### src/verilog/cps_pkg.sv
// cps_pkg: constants and carriers for the program-space / stack / pointer block.
// assumes a single core clock and an instruction sequencer outside issuing one
// operation per request.
package cps_pkg;

   // program space
   localparam int          PC_W          = 15;
   localparam int          IMPL_W        = 12;            // 4096 implemented words
   localparam logic [14:0] IMPL_MASK     = 15'h0FFF;      // last implemented word
   localparam logic [14:0] RESET_VECTOR  = 15'h0000;
   localparam logic [14:0] IRQ_VECTOR    = 15'h0004;
   localparam int          WORD_W        = 14;
   localparam int          NUM_INSTR     = 48;

   // return stack
   localparam int          STK_DEPTH     = 16;
   localparam int          STK_PTR_W     = 5;
   localparam logic [4:0]  STK_FULL      = 5'h10;

   // pointers
   localparam int          PTR_W         = 16;
   localparam int          PROG_SEL_BIT  = 15;            // bit 7 of the high byte
   localparam int          DATA_ADDR_W   = 15;

   // register offsets on the plain register port
   localparam logic [3:0]  OFS_PTR0_LO   = 4'h0;
   localparam logic [3:0]  OFS_PTR0_HI   = 4'h1;
   localparam logic [3:0]  OFS_PTR1_LO   = 4'h2;
   localparam logic [3:0]  OFS_PTR1_HI   = 4'h3;
   localparam logic [3:0]  OFS_PCON      = 4'h4;
   localparam logic [3:0]  OFS_CTRL      = 4'h5;
   localparam logic [3:0]  OFS_IRQ_STAT  = 4'h6;
   localparam logic [3:0]  OFS_IRQ_MASK  = 4'h7;
   localparam logic [3:0]  OFS_PC_LO     = 4'h8;
   localparam logic [3:0]  OFS_PC_HI     = 4'h9;
   localparam logic [3:0]  OFS_STK_LVL   = 4'hA;

   // field positions
   localparam int          PCON_OVF_BIT  = 7;
   localparam int          PCON_UNF_BIT  = 6;
   localparam int          CTRL_STKRST_BIT = 0;
   localparam int          IRQ_OVF_BIT   = 0;
   localparam int          IRQ_UNF_BIT   = 1;
   localparam int          IRQ_PROG_BIT  = 2;

   // reset values
   localparam logic [7:0]  CTRL_RESET    = 8'h01;
   localparam logic [2:0]  MASK_RESET    = 3'h0;

   // operations issued by the sequencer
   typedef enum logic [3:0] {
      CPS_OP_NONE, CPS_OP_STEP, CPS_OP_JUMP, CPS_OP_CALL, CPS_OP_RETURN,
      CPS_OP_RETURN_WITH_LITERAL, CPS_OP_RETFIE, CPS_OP_IRQ, CPS_OP_BRW, CPS_OP_IND_RD,
      CPS_OP_IND_WR
   } cps_op_e;

   typedef enum logic {CPS_IDLE, CPS_FETCH_WAIT} cps_state_e;

   // request from the sequencer
   typedef struct packed {
      logic       valid;
      cps_op_e    op;
      logic [14:0] target;   // jump or call target
      logic [7:0] literal;   // literal for the literal return
      logic [7:0] wreg;      // working register value
      logic       ptr_sel;   // which pointer an indirect op uses
      logic [7:0] wdata;     // indirect write data
   } cps_req_s;

   // context that is shadowed on interrupt entry
   typedef struct packed {
      logic [7:0]  wreg;
      logic [4:0]  status;
      logic [4:0]  bank;
      logic [6:0]  pc_latch;
      logic [15:0] ptr0;
      logic [15:0] ptr1;
   } cps_ctx_s;

   // data-memory access toward the banked memory
   typedef struct packed {
      logic        rd;
      logic        wr;
      logic [14:0] addr;
      logic [7:0]  wdata;
   } cps_dmem_s;

endpackage

### src/verilog/cps_core.sv
// cps_core: program counter, return stack, indirect pointers, master clear
// handling and interrupt context shadowing of the core.
// assumes the sequencer issues one request at a time and waits while busy is
// high; flash answers a fetch in the same cycle as prog_rd.
//
// How it works
// external reset pin enabled: master clear pin low resets the core.
// external reset pin disabled: pin is a plain digital input only.
// return stack holds sixteen entries of fifteen bits.
// push on full sets overflow flag, pop on empty sets underflow flag.
// with stack fault reset enabled, a stack fault resets the core.
// interrupt entry saves context to shadows; interrupt return restores it.
// two sixteen-bit pointers, each built from a high and low byte.
// pointers reach data memory, program memory, and linear RAM; the code has no linear RAM view, only data and program memory.
// indirect read of program memory takes one extra cycle.
// fifteen-bit program counter over a 32K by 14 space.
// addresses beyond 4096 words wrap inside implemented memory.
// reset starts at 0000h; accepted interrupt goes to 0004h.
// pointer high bit seven set makes indirect reads hit program memory.
// indirect read of a program word returns its lower eight bits.
// indirect writes aimed at program memory change nothing.
// literal return pops the address and loads the literal into W.
// sequencer decodes exactly 48 instructions; this block serves their flow ops.
// pointer bit seven clear addresses data memory with remaining bits.
// relative branch adds unsigned W to next address.
module cps_core
   import cps_pkg::*;
(
   // clock and reset
   input  wire logic              clock,
   input  wire logic              reset_n,
   // configuration and pin
   input  wire logic              ext_reset_pin_enable,
   input  wire logic              master_clear_pin,
   output logic                   master_clear_pin_digital_in,
   // sequencer request
   input  wire cps_pkg::cps_req_s req,
   input  wire cps_pkg::cps_ctx_s ctx_live,
   output logic                   busy,
   output logic [14:0]            pc,
   output logic [7:0]             wreg_load,
   output logic                   wreg_load_vld,
   output cps_pkg::cps_ctx_s      ctx_restore,
   output logic                   ctx_restore_vld,
   // program flash
   output logic                   prog_rd,
   output logic [11:0]            prog_addr,
   input  wire logic [13:0]       prog_rdata,
   // banked data memory
   output cps_pkg::cps_dmem_s     dmem,
   // register port
   input  wire logic [3:0]        reg_addr,
   input  wire logic [7:0]        reg_wdata,
   input  wire logic              reg_wr,
   input  wire logic              reg_rd,
   output logic [7:0]             reg_rdata,
   // interrupt and reset out
   output logic                   irq,
   output logic                   core_reset_n
);

   typedef struct packed {
      cps_state_e  state;
      logic [14:0] pc;
      logic [STK_DEPTH-1:0][14:0] stk;
      logic [4:0]  sp;
      logic        ovf;
      logic        unf;
      logic [1:0][15:0] ptr;
      logic [7:0]  ctrl;
      logic [2:0]  irq_stat;
      logic [2:0]  irq_mask;
      cps_ctx_s    shadow;
      logic [7:0]  wload;
      logic        wload_vld;
      logic        restore_vld;
      logic        prog_rd;
      cps_dmem_s   dmem;
      logic [7:0]  rdata;
      logic        soft_rst;
   } cps_state_s;

   cps_state_s st_reg;
   cps_state_s st_next;
   logic       rst_n_int;
   logic [14:0] next_pc;
   logic        push;
   logic        pop;
   logic        fault_ovf;
   logic        fault_unf;
   logic [15:0] sel_ptr;

   // pin acts as reset only when enabled; otherwise it is passed through
   assign rst_n_int       = reset_n & ~(ext_reset_pin_enable & ~master_clear_pin);
   assign master_clear_pin_digital_in = ext_reset_pin_enable ? 1'b0 : master_clear_pin;

   // wrap the counter inside the implemented space
   assign next_pc = (st_reg.pc + 15'h0001) & IMPL_MASK;

   assign sel_ptr   = st_reg.ptr[req.ptr_sel];
   assign push      = req.valid && !busy && (req.op == CPS_OP_CALL || req.op == CPS_OP_IRQ);
   assign pop       = req.valid && !busy &&
                      (req.op == CPS_OP_RETURN || req.op == CPS_OP_RETURN_WITH_LITERAL ||
                       req.op == CPS_OP_RETFIE);
   assign fault_ovf = push && st_reg.sp == STK_FULL;
   assign fault_unf = pop && st_reg.sp == 5'h00;

   // busy covers the extra fetch cycle of a program-memory indirect read
   assign busy = st_reg.state == CPS_FETCH_WAIT;

   always_comb begin
      st_next             = st_reg;
      st_next.wload_vld   = 1'b0;
      st_next.restore_vld = 1'b0;
      st_next.prog_rd     = 1'b0;
      st_next.dmem.rd     = 1'b0;
      st_next.dmem.wr     = 1'b0;
      st_next.soft_rst    = 1'b0;

      unique case (st_reg.state)
         CPS_IDLE: begin
            if (req.valid) begin
               unique case (req.op)
                  CPS_OP_NONE: begin
                  end
                  CPS_OP_STEP: st_next.pc = next_pc;
                  CPS_OP_JUMP: st_next.pc = req.target & IMPL_MASK;
                  CPS_OP_CALL, CPS_OP_IRQ: begin
                     if (!fault_ovf) begin
                        st_next.stk[st_reg.sp[3:0]] = next_pc;
                        st_next.sp = st_reg.sp + 5'h01;
                     end else begin
                        st_next.ovf = 1'b1;
                     end
                     if (req.op == CPS_OP_IRQ) begin
                        st_next.pc     = IRQ_VECTOR;
                        st_next.shadow = ctx_live;
                     end else begin
                        st_next.pc = req.target & IMPL_MASK;
                     end
                  end
                  CPS_OP_RETURN, CPS_OP_RETURN_WITH_LITERAL, CPS_OP_RETFIE: begin
                     if (!fault_unf) begin
                        st_next.sp = st_reg.sp - 5'h01;
                        st_next.pc = st_reg.stk[st_next.sp[3:0]];
                     end else begin
                        st_next.unf = 1'b1;
                     end
                     if (req.op == CPS_OP_RETURN_WITH_LITERAL) begin
                        st_next.wload     = req.literal;
                        st_next.wload_vld = 1'b1;
                     end
                     if (req.op == CPS_OP_RETFIE) begin
                        st_next.restore_vld = 1'b1;
                        st_next.ptr[0]      = st_reg.shadow.ptr0;
                        st_next.ptr[1]      = st_reg.shadow.ptr1;
                     end
                  end
                  CPS_OP_BRW: st_next.pc = (next_pc + {7'h00, req.wreg}) & IMPL_MASK;
                  CPS_OP_IND_RD: begin
                     if (sel_ptr[PROG_SEL_BIT]) begin
                        st_next.prog_rd = 1'b1;
                        st_next.state   = CPS_FETCH_WAIT;
                     end else begin
                        st_next.dmem.rd   = 1'b1;
                        st_next.dmem.addr = sel_ptr[DATA_ADDR_W-1:0];
                        st_next.pc        = next_pc;
                     end
                  end
                  CPS_OP_IND_WR: begin
                     // program memory is never written through a pointer
                     if (!sel_ptr[PROG_SEL_BIT]) begin
                        st_next.dmem.wr    = 1'b1;
                        st_next.dmem.addr  = sel_ptr[DATA_ADDR_W-1:0];
                        st_next.dmem.wdata = req.wdata;
                     end
                     st_next.pc = next_pc;
                  end
                  default: begin
                  end
               endcase
            end
         end
         CPS_FETCH_WAIT: begin
            st_next.wload     = prog_rdata[7:0];
            st_next.wload_vld = 1'b1;
            st_next.pc        = next_pc;
            st_next.state     = CPS_IDLE;
         end
      endcase

      // stack fault reset request, gated by the control bit
      if ((fault_ovf || fault_unf) && st_reg.ctrl[CTRL_STKRST_BIT]) begin
         st_next.soft_rst = 1'b1;
      end

      // register writes; pointers are assembled from byte halves
      if (reg_wr) begin
         unique case (reg_addr)
            OFS_PTR0_LO: st_next.ptr[0][7:0]  = reg_wdata;
            OFS_PTR0_HI: st_next.ptr[0][15:8] = reg_wdata;
            OFS_PTR1_LO: st_next.ptr[1][7:0]  = reg_wdata;
            OFS_PTR1_HI: st_next.ptr[1][15:8] = reg_wdata;
            OFS_PCON: begin
               // software clears, but a fault in the same cycle wins
               st_next.ovf = (st_reg.ovf & reg_wdata[PCON_OVF_BIT]) | fault_ovf;
               st_next.unf = (st_reg.unf & reg_wdata[PCON_UNF_BIT]) | fault_unf;
            end
            OFS_CTRL:     st_next.ctrl     = reg_wdata;
            OFS_IRQ_MASK: st_next.irq_mask = reg_wdata[2:0];
            default: begin
            end
         endcase
      end
      // read data, one cycle after the strobe
      st_next.rdata = 8'h00;
      if (reg_rd) begin
         unique case (reg_addr)
            OFS_PTR0_LO:  st_next.rdata = st_reg.ptr[0][7:0];
            OFS_PTR0_HI:  st_next.rdata = st_reg.ptr[0][15:8];
            OFS_PTR1_LO:  st_next.rdata = st_reg.ptr[1][7:0];
            OFS_PTR1_HI:  st_next.rdata = st_reg.ptr[1][15:8];
            OFS_PCON:     st_next.rdata = {st_reg.ovf, st_reg.unf, 6'h00};
            OFS_CTRL:     st_next.rdata = st_reg.ctrl;
            OFS_IRQ_STAT: st_next.rdata = {5'h00, st_reg.irq_stat};
            OFS_IRQ_MASK: st_next.rdata = {5'h00, st_reg.irq_mask};
            OFS_PC_LO:    st_next.rdata = st_reg.pc[7:0];
            OFS_PC_HI:    st_next.rdata = {1'b0, st_reg.pc[14:8]};
            OFS_STK_LVL:  st_next.rdata = {3'h0, st_reg.sp};
            default:      st_next.rdata = 8'h00;
         endcase
      end

      // sticky event bits: a read clears, a new event in that cycle wins
      if (reg_rd && reg_addr == OFS_IRQ_STAT) begin
         st_next.irq_stat = 3'h0;
      end
      st_next.irq_stat[IRQ_OVF_BIT]  = st_next.irq_stat[IRQ_OVF_BIT]  | fault_ovf;
      st_next.irq_stat[IRQ_UNF_BIT]  = st_next.irq_stat[IRQ_UNF_BIT]  | fault_unf;
      st_next.irq_stat[IRQ_PROG_BIT] = st_next.irq_stat[IRQ_PROG_BIT] |
                                       (st_reg.state == CPS_FETCH_WAIT);
   end

   // the fault flags survive the soft reset so software can see the cause
   always_ff @(posedge clock or negedge rst_n_int) begin
      if (!rst_n_int) begin
         st_reg.state       <= CPS_IDLE;
         st_reg.pc          <= RESET_VECTOR;
         st_reg.stk         <= '0;
         st_reg.sp          <= 5'h00;
         st_reg.ovf         <= 1'b0;
         st_reg.unf         <= 1'b0;
         st_reg.ptr         <= '0;
         st_reg.ctrl        <= CTRL_RESET;
         st_reg.irq_stat    <= 3'h0;
         st_reg.irq_mask    <= MASK_RESET;
         st_reg.shadow      <= '0;
         st_reg.wload       <= 8'h00;
         st_reg.wload_vld   <= 1'b0;
         st_reg.restore_vld <= 1'b0;
         st_reg.prog_rd     <= 1'b0;
         st_reg.dmem        <= '0;
         st_reg.rdata       <= 8'h00;
         st_reg.soft_rst    <= 1'b0;
      end else if (st_reg.soft_rst) begin
         st_reg.state     <= CPS_IDLE;
         st_reg.pc        <= RESET_VECTOR;
         st_reg.sp        <= 5'h00;
         st_reg.soft_rst  <= 1'b0;
         st_reg.wload_vld <= 1'b0;
         st_reg.prog_rd   <= 1'b0;
         st_reg.dmem      <= '0;
         st_reg.rdata     <= st_next.rdata;
         st_reg.irq_stat  <= st_next.irq_stat;
         st_reg.ovf       <= st_next.ovf;
         st_reg.unf       <= st_next.unf;
      end else begin
         st_reg <= st_next;
      end
   end

   // outputs
   assign pc              = st_reg.pc;
   assign prog_rd         = st_reg.prog_rd;
   assign prog_addr       = st_reg.ptr[req.ptr_sel][IMPL_W-1:0];
   assign dmem            = st_reg.dmem;
   assign wreg_load       = st_reg.wload;
   assign wreg_load_vld   = st_reg.wload_vld;
   assign ctx_restore     = st_reg.shadow;
   assign ctx_restore_vld = st_reg.restore_vld;
   assign reg_rdata       = st_reg.rdata;
   assign irq             = |(st_reg.irq_stat & st_reg.irq_mask);
   assign core_reset_n    = rst_n_int & ~st_reg.soft_rst;

endmodule

### config.mk
export PLATFORM = sky130hd
export DESIGN_NAME = cps_core
export DESIGN_NICKNAME = d
export VERILOG_FILES = /design/src/verilog/cps_pkg.sv /design/src/verilog/cps_core.sv
export SDC_FILE = /design/constraint.sdc
export NUM_CORES = 1
export LEC_CHECK = 0
export BUFFER_PORTS_ARGS = -buffer_cell sky130_fd_sc_hd__buf_2
export CELL_PAD_IN_SITES_DETAIL_PLACEMENT = 0
export CELL_PAD_IN_SITES_GLOBAL_PLACEMENT = 2
export CORE_ASPECT_RATIO = 1.75
export CORE_MARGIN = 2
export CORE_UTILIZATION = 39
export CTS_BUF_LIST = sky130_fd_sc_hd__clkbuf_2
export DETAILED_ROUTE_END_ITERATION = 8
export PLACE_DENSITY_LB_ADDON = 0.05
export SYNTH_ARGS = -nofsm -noshare
export SYNTH_HDL_FRONTEND = slang
export SYNTH_SLANG_ARGS = --single-unit
### constraint.sdc
create_clock -name clock -period 141.6 [get_ports clock]
set_input_delay 14.16 -clock clock [delete_from_list [all_inputs] [get_ports clock]]
set_output_delay 14.16 -clock clock [all_outputs]
set_load 0.01 [all_outputs]
==> impl_metrics.env <==
export IMPL_post_cts_setup_buffers=0
export IMPL_fin_cells=2756
export IMPL_cts_tree="yes"
export IMPL_grtUsageTotal_pct=23.7
export IMPL_clock_sinks=410
export IMPL_dieArea_um2=54600
export IMPL_cp_end_kind="primary output"
export IMPL_skew_ns=0.0951
export IMPL_clockRootBuffer="clkbuf_2"
export IMPL_place_congestion=0.837
export IMPL_cp_max_fo=16
export IMPL_setup_viol=0
export IMPL_syn_nets=2011
export IMPL_cap_violations=0
export IMPL_coreArea_um2=52200
export IMPL_wl_mm=63.8
export IMPL_cellLeakagePower_nw=10.8
export IMPL_insertion_delay_ns=1.10
export IMPL_synth_top_cell_area_share_pct=49.9
export IMPL_area_growth_pct=8.93
export IMPL_ys_types=96
export IMPL_status="finished, final reports clean"
export IMPL_rsz0062_at_grt="false"
export IMPL_rows=111
export IMPL_path_class="in -> out"
export IMPL_fmax_mhz=34.1
export IMPL_synth_flop_cell="dfrtp_1"
export IMPL_grt_max_degree=108
export IMPL_placed_cell_area_um2=21500
export IMPL_die_height_um=308
export IMPL_post_route_util_pct=42.8
export IMPL_clockBufferDepth=3
export IMPL_async_reset_ff_share_pct=100
export IMPL_yosysTopAreaCell="dfrtp_1"
export IMPL_gr_total_overflow=0
export IMPL_fin_crit_sh_pct=20.7
export IMPL_arrival_ns=15.18
export IMPL_multi_input_area_um2=8650
export IMPL_layout_drive_gt1_share_pct=30.3
export IMPL_grt_pass1_vias=15500
export IMPL_syn_area_per_cell_um2=11.0
export IMPL_viasPerCell=5.38
export IMPL_num_vias=14800
export IMPL_firstDrtPassIters=5
export IMPL_io_pins=266
export IMPL_final_setup_tns_ns=0
export IMPL_powerDensity_nw_per_um2=17.3
export IMPL_netlist_area_um2=20500
export IMPL_dp_slack_ns=112.28
export IMPL_yosysSeqAreaShare_pct=50.0
export IMPL_fillers=5219
export IMPL_hold_violations=0
export IMPL_synth_seq_cells=410
export IMPL_worst_slack_ns=112.26
export IMPL_fin_nets=2165
export IMPL_synthTopCellsByArea="dfrtp_1 50%, mux4_2 6.4%, a21oi_1 4.8%"
export IMPL_htreeDepth=3
export IMPL_synth_edff_count=0
export IMPL_final_area_um2=22400
export IMPL_hold_class="reg -> reg"
export IMPL_rrSetupSlack_ns=137.19
export IMPL_grt_pass1_wl_mm=96.6
export IMPL_drc=0
export IMPL_drt_iter0_markers=958
export IMPL_synth_cells_most_frequent="409 x dfrtp_1, 210 x nor2_1, 196 x a21oi_1"
export IMPL_synth_most_common_cell="dfrtp_1"
export IMPL_final_min_clock_period_ns=29.34
export IMPL_worst_setup_path_start_kind="input pin"
export IMPL_tightest_slew_ns=1.23
export IMPL_synthCells=1860
export IMPL_antenna_found_initial=2
export IMPL_clk_pin_slew_ns=0.11
export IMPL_io_buffers=256
export IMPL_drt_wirelength_per_cell_um=23.2
export IMPL_ir_drop_uv=10.6
export IMPL_cts_resized=0
export IMPL_start_util_pct=39.3
export IMPL_drv_slew=0
export IMPL_slew_headroom_pct=17.4
export IMPL_hold_buffers=0
export IMPL_dp_hpwl_mm=45.4
export IMPL_cts_buffers=99
export IMPL_place_inst=2591
export IMPL_worstPathRequired_ns=127.44
export IMPL_die_x_um=177
export IMPL_yosys_warnings=0
export IMPL_drtAntennaViolNets=0
export IMPL_seq_area_um2=10300
## path summary, 6_finish.rpt
| kind | start | to | cells after the start |
|---|---|---|---|
| max | req[8] | prog_addr[11] | 4 |
| max in group asynchronous | master_clear_pin | async pin | 7 |
| min | dmem[12] | dmem[12] | 2 |
| max reg2reg | st_reg[150] | pc[3] | 9 |
| min in group asynchronous | reset_n | st_reg[105] | 3 |
| min reg2reg | dmem[12] | dmem[12] | 2 |
## stage by stage
stage          power [mW]  hold slack (ns)
3_3_place_gp        0.313            0.458
2_1_floorplan       0.275            0.450
4_1_cts             0.393            0.487
6_report            0.386            0.479
5_1_grt             0.413            0.508
3_5_place_dp        0.316            0.460
## worst max-delay path, stage by stage
cell and delay [ns]:
buf_2 0.42, mux2i_1 0.37, inv_1 0.08, buf_2 0.14
## cell usage in the layout (no fill, tap or decap), types with 39 or more instances in the layout
cell type  count
a21oi_1      196
nor2b_1       57
inv_1         39
mux4_2        58
a22oi_1       53
nand2_1      101
mux2i_1       45
mux2_2        81
dfrtp_1      407
buf_4         42
nor2_1       210
clkbuf_2     145
buf_2        256
## layer usage
metal	wire length [um]	GRT usage, %
met1	24100	26.8
met2	34400	43.3
met3	2720	3.77
met4	2560	10.7
met5	13	0
## cells by family (layout without fill, tap and decap cells)
group / count (synthesis) / in the layout / synth area share, %
DFF: 410 / 410 / 50.0
other: 0 / 1 / 0
AOI/OAI and AO/OA: 432 / 432 / 13.2
and+or+nand+nor: 464 / 464 / 11.1
buffers and inverters: 290 / 507 / 8.16
muxes: 224 / 224 / 15.5
xor gates and xnor gates: 23 / 23 / 1.09
adders and majority gates: 17 / 17 / 1.07
## final cells by class
type | count | share of cell area [%]
Multi-Input combinational cell | 1160 | 38.7
Antenna cell | 1 | 0.0112
Inverter | 44 | 0.750
Timing Repair Buffer | 299 | 7.23
Sequential cell | 410 | 45.9
Clock buffer | 145 | 3.25
Tap cell | 678 | 3.79
Clock inverter | 19 | 0.386
## report_power, final
group,switching [mW],internal (mW)
registers,0.0269,0.146
logic,0.0778,0.0597
clock network,0.0481,0.0270
Power figures use the tool's default switching activity.
